<file path="config.mk">
export PLATFORM = sky130hd
export DESIGN_NAME = fsdi_regs
export DESIGN_NICKNAME = d
export VERILOG_FILES = /design/src/rtl/fsdi_pkg.sv /design/src/rtl/fsdi_regs.sv /design/src/rtl/fsdi_rst_sync.sv /design/src/rtl/fsdi_iface_map.sv
export SDC_FILE = /design/constraint.sdc
export NUM_CORES = 1
export LEC_CHECK = 0
export CAP_MARGIN = 40
export CELL_PAD_IN_SITES_DETAIL_PLACEMENT = 1
export CELL_PAD_IN_SITES_GLOBAL_PLACEMENT = 1
export CORE_MARGIN = 2
export CORE_UTILIZATION = 43
export CTS_CLUSTER_SIZE = 10
export DETAILED_ROUTE_END_ITERATION = 10
export DONT_BUFFER_PORTS = 1
export PLACE_DENSITY = 0.8
export SETUP_SLACK_MARGIN = 0.3
export SLEW_MARGIN = 20
export SYNTH_ARGS = -nofsm -noshare
export SYNTH_HDL_FRONTEND = slang
export SYNTH_SLANG_ARGS = --single-unit
</file>
<file path="constraint.sdc">
create_clock -name mclk -period 3.3 [get_ports mclk]
set_input_delay 0.33 -clock mclk [delete_from_list [all_inputs] [get_ports mclk]]
set_output_delay 0.33 -clock mclk [all_outputs]
set_load 0.01 [all_outputs]
</file>
<file path="src/rtl/fsdi_pkg.sv">
package fsdi_pkg;

	// object indices (word address = {index, subindex})
	localparam logic [15:0] FB_STATUS_IDX = 16'h2103;
	localparam logic [15:0] DRV_CTRL_IDX = 16'h2290;
	localparam logic [15:0] DRV_INPUT_IDX = 16'h2291;

	// subindices
	localparam logic [7:0] SUB_COUNT = 8'h00;
	localparam logic [7:0] SUB_ONE = 8'h01;
	localparam logic [7:0] SUB_TWO = 8'h02;
	localparam logic [7:0] SUB_THREE = 8'h03;
	localparam logic [7:0] SUB_FOUR = 8'h04;

	// bus address layout
	localparam int ADDR_W = 26;
	localparam int IDX_LSB = 10;
	localparam int SUB_LSB = 2;

	// interface bit map positions
	localparam int USB_IFACE_BIT = 0;
	localparam int RS485_IFACE_BIT = 1;
	localparam int RS232_IFACE_BIT = 2;
	localparam int CAN_IFACE_BIT = 3;
	localparam int ETHERNET_IFACE_BIT = 4;
	localparam int REALTIME_ETHERNET_IFACE_BIT = 5;
	localparam int SPI_IFACE_BIT = 6;
	localparam int SERIAL_MODBUS_PROTOCOL_BIT = 16;
	localparam int TCP_MODBUS_PROTOCOL_BIT = 17;
	localparam int INDUSTRIAL_IP_PROTOCOL_BIT = 18;
	localparam logic [31:0] IFACE_USED_MASK = 32'h0007007F;

	// reset values
	localparam logic [7:0] FB_COUNT_RESET = 8'h02;
	localparam logic [31:0] FB_SWITCHABLE_RESET = 32'h00000000;
	localparam logic [31:0] FB_ACTIVE_RESET = 32'h00020010;
	localparam logic [7:0] DRV_CTRL_RESET = 8'h01;
	localparam logic [7:0] DRV_INPUT_COUNT_RESET = 8'h04;
	localparam logic [31:0] DRV_SET_ONE_RESET = 32'h00000000;
	localparam logic [15:0] DRV_SET_TWO_RESET = 16'h0000;
	localparam logic [7:0] DRV_SET_THREE_RESET = 8'h00;
	localparam logic [7:0] DRV_CMD_RESET = 8'h00;

	// drive interface control field
	localparam int DRV_ENABLE_BIT = 0;

	// bus answer state machine
	typedef enum logic {
		FSDI_IDLE = 1'b0,
		FSDI_ANSWER = 1'b1
	} fsdi_bus_state_t;

endpackage : fsdi_pkg

</file>
<file path="src/rtl/fsdi_regs.sv">
// Operation
// - mask word bit is one for each interface that may be switched off.
// - active word bit is one for each interface currently active.
// - bits 0-6 physical interfaces, 16-18 protocols, all others zero.
// - active word resets to ethernet plus tcp modbus, read only.
// - switchable mask is read only and resets to all zeros.
// - bit 0 of drive control enables command interface, reset value 01h.
// - software writes 32, 16, 8 bit set values and an 8 bit command.
// - switching object changes show up in the active word.
//
// Chosen here: register access over Avalon-MM.
module fsdi_regs #(
	parameter logic [31:0] SWITCHABLE_MASK = fsdi_pkg::FB_SWITCHABLE_RESET
) (
	input wire logic mclk,
	input wire logic reset_n,
	input wire logic [fsdi_pkg::ADDR_W-1:0] avs_address,
	input wire logic avs_read,
	input wire logic avs_write,
	input wire logic [31:0] avs_writedata,
	input wire logic [3:0] avs_byteenable,
	output logic [31:0] avs_readdata,
	output logic avs_waitrequest,
	input wire logic switch_load,
	input wire logic [31:0] switch_value,
	output logic [31:0] active_map,
	output logic drive_if_enable,
	output logic [31:0] drive_set_one,
	output logic [15:0] drive_set_two,
	output logic [7:0] drive_set_three,
	output logic [7:0] drive_command,
	output logic drive_command_strobe
);

	logic rst_n;
	fsdi_pkg::fsdi_bus_state_t state_ff;
	fsdi_pkg::fsdi_bus_state_t nxt_state;
	logic [31:0] readdata_ff;
	logic [7:0] ctrl_ff;
	logic [31:0] set_one_ff;
	logic [15:0] set_two_ff;
	logic [7:0] set_three_ff;
	logic [7:0] cmd_ff;
	logic cmd_strobe_ff;
	logic [31:0] map_value;

	// synchronised reset for the whole block
	fsdi_rst_sync u_rst_sync (
		.mclk(mclk),
		.reset_n(reset_n),
		.rst_sync_n(rst_n)
	);

	// active interface word holder
	fsdi_iface_map u_iface_map (
		.mclk(mclk),
		.rst_n(rst_n),
		.load(switch_load),
		.value(switch_value),
		.active_map(map_value)
	);

	// address split into object index and subindex
	wire [15:0] req_idx = avs_address[fsdi_pkg::ADDR_W-1:fsdi_pkg::IDX_LSB];
	wire [7:0] req_sub = avs_address[fsdi_pkg::IDX_LSB-1:fsdi_pkg::SUB_LSB];
	wire is_fb = req_idx == fsdi_pkg::FB_STATUS_IDX;
	wire is_ctrl = req_idx == fsdi_pkg::DRV_CTRL_IDX;
	wire is_input = req_idx == fsdi_pkg::DRV_INPUT_IDX;

	// per-entry decode
	wire hit_fb_count = is_fb && req_sub == fsdi_pkg::SUB_COUNT;
	wire hit_fb_mask = is_fb && req_sub == fsdi_pkg::SUB_ONE;
	wire hit_fb_active = is_fb && req_sub == fsdi_pkg::SUB_TWO;
	wire hit_ctrl = is_ctrl && req_sub == fsdi_pkg::SUB_COUNT;
	wire hit_in_count = is_input && req_sub == fsdi_pkg::SUB_COUNT;
	wire hit_set_one = is_input && req_sub == fsdi_pkg::SUB_ONE;
	wire hit_set_two = is_input && req_sub == fsdi_pkg::SUB_TWO;
	wire hit_set_three = is_input && req_sub == fsdi_pkg::SUB_THREE;
	wire hit_cmd = is_input && req_sub == fsdi_pkg::SUB_FOUR;

	// request handshake: one wait cycle, then answer
	wire req = avs_read || avs_write;
	wire answer = req && state_ff == fsdi_pkg::FSDI_ANSWER;
	wire wr_go = answer && avs_write;
	assign avs_waitrequest = req && state_ff == fsdi_pkg::FSDI_IDLE;

	// byte-lane merge of write data over the 32 and 16 bit set values
	logic [31:0] merged_one;
	logic [31:0] old_two;
	logic [31:0] merged_two;
	assign old_two = {16'h0000, set_two_ff};
	genvar lane;
	generate
		for (lane = 0; lane < 4; lane = lane + 1) begin : g_lane
			assign merged_one[lane*8 +: 8] = avs_byteenable[lane] ?
				avs_writedata[lane*8 +: 8] : set_one_ff[lane*8 +: 8];
			assign merged_two[lane*8 +: 8] = avs_byteenable[lane] ?
				avs_writedata[lane*8 +: 8] : old_two[lane*8 +: 8];
		end
	endgenerate

	// write enables; read-only entries have none
	wire wr_ctrl = wr_go && hit_ctrl && avs_byteenable[0];
	wire wr_one = wr_go && hit_set_one;
	wire wr_two = wr_go && hit_set_two;
	wire wr_three = wr_go && hit_set_three && avs_byteenable[0];
	wire wr_cmd = wr_go && hit_cmd && avs_byteenable[0];

	// next values of the writable entries
	wire [7:0] nxt_ctrl = wr_ctrl ? avs_writedata[7:0] : ctrl_ff;
	wire [31:0] nxt_set_one = wr_one ? merged_one : set_one_ff;
	wire [15:0] nxt_set_two = wr_two ? merged_two[15:0] : set_two_ff;
	wire [7:0] nxt_set_three = wr_three ? avs_writedata[7:0] : set_three_ff;
	wire [7:0] nxt_cmd = wr_cmd ? avs_writedata[7:0] : cmd_ff;

	// read multiplexer, unmapped addresses read zero
	logic [31:0] nxt_readdata;
	always_comb begin
		nxt_readdata = 32'h00000000;
		if (hit_fb_count) begin
			nxt_readdata = {24'h000000, fsdi_pkg::FB_COUNT_RESET};
		end else if (hit_fb_mask) begin
			nxt_readdata = SWITCHABLE_MASK & fsdi_pkg::IFACE_USED_MASK;
		end else if (hit_fb_active) begin
			nxt_readdata = map_value;
		end else if (hit_ctrl) begin
			nxt_readdata = {24'h000000, ctrl_ff};
		end else if (hit_in_count) begin
			nxt_readdata = {24'h000000, fsdi_pkg::DRV_INPUT_COUNT_RESET};
		end else if (hit_set_one) begin
			nxt_readdata = set_one_ff;
		end else if (hit_set_two) begin
			nxt_readdata = {16'h0000, set_two_ff};
		end else if (hit_set_three) begin
			nxt_readdata = {24'h000000, set_three_ff};
		end else if (hit_cmd) begin
			nxt_readdata = {24'h000000, cmd_ff};
		end
	end

	// bus state: idle to answer while a request is held
	always_comb begin
		case (state_ff)
			fsdi_pkg::FSDI_IDLE: begin
				nxt_state = req ? fsdi_pkg::FSDI_ANSWER : fsdi_pkg::FSDI_IDLE;
			end
			fsdi_pkg::FSDI_ANSWER: begin
				nxt_state = fsdi_pkg::FSDI_IDLE;
			end
			default: begin
				nxt_state = fsdi_pkg::FSDI_IDLE;
			end
		endcase
	end

	// bus state and captured read data
	always_ff @(posedge mclk or negedge rst_n) begin
		if (!rst_n) begin
			state_ff <= fsdi_pkg::FSDI_IDLE;
			readdata_ff <= 32'h00000000;
		end else begin
			state_ff <= nxt_state;
			if (avs_waitrequest) begin
				readdata_ff <= nxt_readdata;
			end
		end
	end

	// drive interface control, enabled out of reset
	always_ff @(posedge mclk or negedge rst_n) begin
		if (!rst_n) begin
			ctrl_ff <= fsdi_pkg::DRV_CTRL_RESET;
		end else begin
			ctrl_ff <= nxt_ctrl;
		end
	end

	// set values and command byte
	always_ff @(posedge mclk or negedge rst_n) begin
		if (!rst_n) begin
			set_one_ff <= fsdi_pkg::DRV_SET_ONE_RESET;
			set_two_ff <= fsdi_pkg::DRV_SET_TWO_RESET;
			set_three_ff <= fsdi_pkg::DRV_SET_THREE_RESET;
			cmd_ff <= fsdi_pkg::DRV_CMD_RESET;
		end else begin
			set_one_ff <= nxt_set_one;
			set_two_ff <= nxt_set_two;
			set_three_ff <= nxt_set_three;
			cmd_ff <= nxt_cmd;
		end
	end

	// one-cycle pulse after each command write while enabled
	always_ff @(posedge mclk or negedge rst_n) begin
		if (!rst_n) begin
			cmd_strobe_ff <= 1'b0;
		end else begin
			cmd_strobe_ff <= wr_cmd && ctrl_ff[fsdi_pkg::DRV_ENABLE_BIT];
		end
	end

	// outputs
	assign avs_readdata = readdata_ff;
	assign active_map = map_value;
	assign drive_if_enable = ctrl_ff[fsdi_pkg::DRV_ENABLE_BIT];
	assign drive_set_one = set_one_ff;
	assign drive_set_two = set_two_ff;
	assign drive_set_three = set_three_ff;
	assign drive_command = cmd_ff;
	assign drive_command_strobe = cmd_strobe_ff;

endmodule : fsdi_regs

</file>
<file path="src/rtl/fsdi_rst_sync.sv">
module fsdi_rst_sync (
	input wire logic mclk,
	input wire logic reset_n,
	output logic rst_sync_n
);

	logic meta_ff;
	logic sync_ff;

	// asynchronous assert, release after two edges
	always_ff @(posedge mclk or negedge reset_n) begin
		if (!reset_n) begin
			meta_ff <= 1'b0;
			sync_ff <= 1'b0;
		end else begin
			meta_ff <= 1'b1;
			sync_ff <= meta_ff;
		end
	end

	assign rst_sync_n = sync_ff;

endmodule : fsdi_rst_sync

</file>
<file path="src/rtl/fsdi_iface_map.sv">
module fsdi_iface_map (
	input wire logic mclk,
	input wire logic rst_n,
	input wire logic load,
	input wire logic [31:0] value,
	output logic [31:0] active_map
);

	logic [31:0] map_ff;
	logic [31:0] nxt_map;

	// switching object result, unused bits forced to zero
	assign nxt_map = load ? (value & fsdi_pkg::IFACE_USED_MASK) : map_ff;

	// active interface word, ethernet and tcp modbus after reset
	always_ff @(posedge mclk or negedge rst_n) begin
		if (!rst_n) begin
			map_ff <= fsdi_pkg::FB_ACTIVE_RESET;
		end else begin
			map_ff <= nxt_map;
		end
	end

	assign active_map = map_ff;

endmodule : fsdi_iface_map

</file>
# --- Word-level counts from Yosys, hierarchy flattened ---
# Cells that the tools add are included.
# W data, S select, Z words.
totals:
  word_cells: 63
  in_bits: 99
  register_bits: 118
op_classes:
  reduce_logical: 29
  bitwise: 1
  n_mux: 11
  n_eq_ne: 7
op_table:
  columns: ["op", "n"]
  rows:
  - ["$mux W32", 6]
  - ["$eq A16 B14 Y1 const B", 3]
  - ["$logic_and A1 B1 Y1", 21]
  - ["$eq A8 B2 Y1 const B", 2]
  - ["$mux W16", 1]
  - ["$mux W8", 2]
  - ["$reduce_and A2 Y1", 6]
  - ["$eq A8 B1 Y1 const B", 1]
  - ["$eq A8 B3 Y1 const B", 1]
  - ["$logic_not A8 Y1", 1]
  - ["$pmux W1 S2", 1]
  - ["$logic_or A1 B1 Y1", 1]
  - ["$mux W1", 1]
  - ["$not A1 Y1", 1]

# --- Depth between registers and ports, before layout ---
depth:
  word_depth: 11
  depth_mapped: 8
  depth_no_buf: 6

# --- By module ---
# Synthesis repeated with hierarchy kept, for this count alone.
unflattened:
  cells_unflattened: 451
  hier_area_um2: 5667.9
modules_own_cells:
  columns: ["module", "seq_area_each_um2", "cells_per_inst", "n_inst", "area_per_inst_um2"]
  rows:
  - ["fsdi_regs", 2653.8, 404, 1, 5031.1]
  - ["fsdi_iface_map", 252.7, 44, 1, 583.1]
  - ["fsdi_rst_sync", 50.0, 3, 1, 53.8]

# --- Least setup slack after synthesis ---
# OpenSTA, ideal clock, no wires.
synth_timing:
  path_kind: "input port to flip-flop"
  startpoint: "input avs_address[16] (netlist bit)"
  endpoint: "register cmd_ff[0], in the netlist drive_command[0]"
  setup_slack_ps: 1093
  arrival_ps: 2082
  stages: 6
  path_buffers: 1
  path_cell_list: "nor4_2 > nand4_2 > or2_0 > buf_2 > nor4_4 > mux2_2"
synth_between:
  elab_chain_cells: 4
synth_lines:
  columns: ["element", "line", "rtl"]
  rows:
  - ["from (decl)", "fsdi_regs.sv:17", "input wire logic [fsdi_pkg::ADDR_W-1:0] avs_address,"]
  - ["$eq A16 B14 Y1", "fsdi_regs.sv:68", "wire is_input = req_idx == fsdi_pkg::DRV_INPUT_IDX;"]
  - ["$logic_and A1 B1 Y1", "fsdi_regs.sv:79", "wire hit_cmd = is_input && req_sub == fsdi_pkg::SUB_FOUR;"]
  - ["$logic_and A1 B1 Y1 (2 in a row)", "fsdi_regs.sv:107", "wire wr_cmd = wr_go && hit_cmd && avs_byteenable[0];"]
  - ["to (signal assigned)", "fsdi_regs.sv:184", "cmd_ff <= fsdi_pkg::DRV_CMD_RESET;"]
  - ["to (signal assigned)", "fsdi_regs.sv:189", "cmd_ff <= nxt_cmd;"]
  - ["to (decl)", "fsdi_regs.sv:43", "logic [7:0] cmd_ff;"]
# Every way passes these cells.
# A chain may end at the register's enable or synchronous reset.

# --- Final worst setup path ---
layout_timing:
  startpoint: "input avs_address[2] (netlist bit)"
  endpoint: "register readdata_ff[2], in the netlist avs_readdata[2]"
layout_between:
  elab_chain_cells: 11
  elab_cells_between_ends: 23
  classes_between: "eq/ne: 4; mux: 9; reduce/logical: 10"
layout_lines:
  columns: ["element", "line", "rtl"]
  rows:
  - ["$eq A8 B3 Y1", "fsdi_regs.sv:79", null]
  - ["$logic_and A1 B1 Y1", "fsdi_regs.sv:79", null]
  - ["$mux W8", "fsdi_regs.sv:136", "end else if (hit_cmd) begin"]
  - ["$mux W8", "fsdi_regs.sv:134", "end else if (hit_set_three) begin"]
  - ["$mux W16", "fsdi_regs.sv:132", "end else if (hit_set_two) begin"]
  - ["$mux W32", "fsdi_regs.sv:130", "end else if (hit_set_one) begin"]
  - ["$mux W32", "fsdi_regs.sv:128", "end else if (hit_in_count) begin"]
  - ["$mux W32", "fsdi_regs.sv:126", "end else if (hit_ctrl) begin"]
  - ["$mux W32", "fsdi_regs.sv:124", "end else if (hit_fb_active) begin"]
  - ["$mux W32", "fsdi_regs.sv:122", "end else if (hit_fb_mask) begin"]
  - ["$mux W32 (*)", "fsdi_regs.sv:120", "if (hit_fb_count) begin"]
  - ["to (signal assigned)", "fsdi_regs.sv:164", "readdata_ff <= nxt_readdata;"]
  - ["to (decl)", "fsdi_regs.sv:38", "logic [31:0] readdata_ff;"]
# Every way passes the cells marked *; elsewhere a longest branch is shown, timed or not.

==> summary by stage <==
Clocking
CTS saw 118 sinks. The count of H-tree levels built during CTS is 4. TritonCTS built the clock tree. The number of buffers on the longest clock path is 2. The number of buffers created by CTS is 17. The clock transition at the registers of the reported paths is 60 ps. The clock latency reported for the late side of the worst-skew pair is 410 ps. The root buffer cell chosen for the clock tree is clkbuf_16.

Timing
The final count of hold timing violations came to 0. The smallest clock period supported by the final layout is computed as 2290 ps. In the finished design, the share of the clock period the worst path needs comes to 69.39%. Setup violations remaining at the end of the flow were counted as 0. Setup repair after global routing left no endpoint under its margin. In the final timing run, aggregate negative setup slack is 0 ps. The worst relative slew slack is 46.16%. The largest clock skew in the final design is 11.22 ps. The number of max-slew violations in the final report is 0. The fmax is 436.7 MHz. The slew at the pin with the worst max-slew slack is 800.2 ps.

Floorplan
The width of the chip is 115.9 um. The site row count is 40. The die area is 0.01343 mm2. 230 I/O pins were placed. The floorplan core area is 0.01211 mm2. The effective utilization at floorplan is 44.45%. The die span in y is 115.9 um.

Route
The routed layout has 3762 vias. The detailed-route DRC error count is 0. The detailed router's first-iteration violation count is 180. The post-detailed-route via-to-cell ratio is 5.779. For this run, the detailed router's first-pass iteration total came to 5. The remaining antenna violation count is 0. Summed over all layers, the routed wires come to 14800 um. The detailed-route wire length per cell is 22.73 um.

Synth
The share of flip-flops with an asynchronous set or reset after synthesis is 100.0%. The Yosys warning count is 0. The number of different library cells used by synthesis comes to 44. Summing the areas of all fa, ha and maj instances in the mapped netlist gives 0% of the synthesized area. In this run, synthesis produced a sequential element count of 118.

After synthesis, the share of cell area in mux cells is 17.36%. After technology mapping, the gate count stands at 456. The synthesized design contains 0 enable-type register cells. The area fraction in compound gates after synthesis is 11.60%. The sequential area share after synthesis is 54.92%. Summing the areas of all and, or, nand and nor instances in the mapped netlist gives 11.27% of the synthesized area. After Yosys synthesis, XOR and XNOR cells account for 0% of the synthesized area. A synthesized cell averages 11.81 um2.

After synthesis, the largest family of logic cells by area is multiplexers. The cell area after synthesis is 0.005384 mm2. The flip-flop cell with the highest count after synthesis is dfrtp_1.

Power and ir drop
The power density relative to cell area is 583.0 mW/mm2. The reported leakage power is 2.764 nW. The worst-case IR drop observed on VDD is 0.0003795 V. The completed layout was analyzed and its total power is 3.604 mW.

Cells and area
The repair_antennas step left the layout with diodes totalling 0. The final standard cell utilization of the core is 51.04%. After filler insertion, the fill cell instance count of the layout stands at 1281.

The post-layout net count is 569. Cells with a size suffix above 1 make up 31.06% of the layout. The area growth from synthesis to layout is 14.83%.

Setup path
The worst setup path category is in2reg. At the worst endpoint, the arrival time is 2580 ps. In this run the worst path has a maximum fanout of 21.

The critical path data required time is 3590 ps. STA classifies the critical path endpoint as a flop. The category of the worst setup path launch point is an input pin.

Hold path
The type of the most critical hold path is in2reg.

Outcome
The flow ran to the end, and the final reports show no timing, DRC or antenna violations.

Place
In this run the tool buffered the top-level ports with 0 buffer cells. The detailed-placement wirelength estimate is 10970 um. The routability congestion estimate is 0.7951.

GRT
The overall track demand over capacity in global routing is 22.98%. The number of antenna violations at the first check in global routing is 0. The aggregate global routing overflow is 0. The maximum number of pins on one net before global-route repair is 38. The global-route wire length before repair is 23120 um. The via count of the first global-routing pass is 4175.

Flow run
The count of max-cap constraint violations is 0.
-- per-stage QoR --
step	std cells	cell area (um2)	setup WS [ps]	hold WS, ps
2_1_floorplan	477	5464	1093	34.41
3_3_place_gp	617	5535	701.5	34.47
3_5_place_dp	617	5535	639.7	34.47
4_1_cts	650	6167	1071	48.65
5_1_grt	651	6182	732.8	47.62
6_report	651	6182	1010	68.76
-- critical path: stages --
cell     delay [ps]
nor4_1          690
nand3_1         580
nor3_1          650
a41oi_1         210
o31ai_1         130
-- per-layer routing --
metal / global-route usage [%] / share of wire [%] / routed length, um / up-vias
li1: - / - / - / 1651
met3: 9.100 / 8.3 / 1235 / 21
met2: 41.52 / 53 / 7805 / 165
met1: 24.66 / 37 / 5534 / 1925
met4: 7.302 / 1.5 / 221 / 0
met5: 0 / 0 / 0 / -
-- report_power, final --
group | switching, mW | internal (mW)
clock | 0.624 | 1.29
sequential | 0.0498 | 1.48
combinational | 0.109 | 0.0567
total | 0.782 | 2.82
-- cell type report --
class	count	area, um2	area share, %
sequential	118	2960	47.89
multi-input combinational	314	2252	36.43
clock buffer	25	505.5	8.176
tap	168	210.2	3.400
timing repair buffer	15	122.6	1.983
clock inverter	7	116.4	1.882
inverter	4	15.01	0.2429
-- worst paths after layout --
kind | startpoint | endpoint | slack (ps) | depth (start not counted)
setup / recovery | avs_address[2] | avs_readdata[2] | 1010 | 5
hold / removal | switch_value[6] | u_iface_map.active_map[6] | 70 | 1
setup reg to reg | state_ff | drive_command[7] | 1130 | 3
hold reg to reg | u_rst_sync.rst_sync_n | drive_set_two[2] | 290 | 0
max in group asynchronous | u_rst_sync.rst_sync_n | u_iface_map.active_map[4] | 2190 | 1
min in group asynchronous | reset_n | u_rst_sync.rst_sync_n | 150 | 1
-- Yosys cell counts, types with 2 or more instances --
cell type | instances | area (um2)
nor2b_1 | 4 | 25.02
nand4_1 | 3 | 18.77
o31ai_1 | 4 | 30.03
buf_2 | 2 | 10.01
dfrtp_1 | 115 | 2878
conb_1 | 2 | 7.510
and2_1 | 3 | 18.77
nor2_4 | 4 | 45.04
a31oi_1 | 3 | 18.77
nor3_2 | 3 | 30.03
nor3_1 | 6 | 30.03
nor4_1 | 2 | 12.51
o22ai_1 | 7 | 43.79
dfstp_2 | 3 | 78.83
a31o_2 | 7 | 61.31
nand3_1 | 7 | 35.03
inv_1 | 4 | 15.01
or3_1 | 2 | 12.51
nor4b_2 | 2 | 30.03
mux2_2 | 82 | 923.4
and3b_1 | 3 | 26.28
o21ai_0 | 32 | 160.2
buf_4 | 22 | 165.2
a21oi_1 | 19 | 95.09
a22oi_1 | 17 | 127.6
nor4_2 | 2 | 25.02
clkbuf_1 | 17 | 63.81
nand2_1 | 46 | 172.7
o211ai_1 | 6 | 45.04
nor2_1 | 13 | 48.80
-- registers in the layout, indices dropped and copies added (netlist names) --
register	count
ctrl_ff	8
u_rst_sync.rst_sync_n	1
u_iface_map.active_map	10
drive_command_strobe	1
state_ff	1
drive_set_two	16
avs_readdata	32
drive_set_three	8
drive_set_one	32
drive_command	8
u_rst_sync.meta_ff	1
-- cells in the final DEF (no fill, tap or decap), drive strengths merged, types with 2 or more instances in the layout --
cell type / n
dfrtp: 115
mux2: 83
nand2: 46
o21ai: 32
clkbuf: 25
conb: 23
a21oi: 19
a22oi: 17
nor2: 17
buf: 14
nor3: 9
nand3: 7
a31o: 7
o22ai: 7
o211ai: 6
nor4: 5
inv: 4
nor2b: 4
o31ai: 4
nand4: 4
and3b: 3
and2: 3
a31oi: 3
bufinv: 3
dfstp: 3
clkinv: 3
nor4b: 2
or3: 2
or2: 2
-- cell families after synthesis --
logic type / Yosys count
flops: 118
simple gates: 108
compound gates: 100
mux: 83
buf+inv: 45
other cells: 2
-- repair_timing --
| action | CTS | global route |
|---|---|---|
| hold buffers | 1 | 0 |
| hold endpoints to repair | 2 | 0 |
| gates resized for setup | 0 | 0 |
| buffers inserted | 0 | 0 |
No activity file was read; power rests on OpenSTA's default activity.
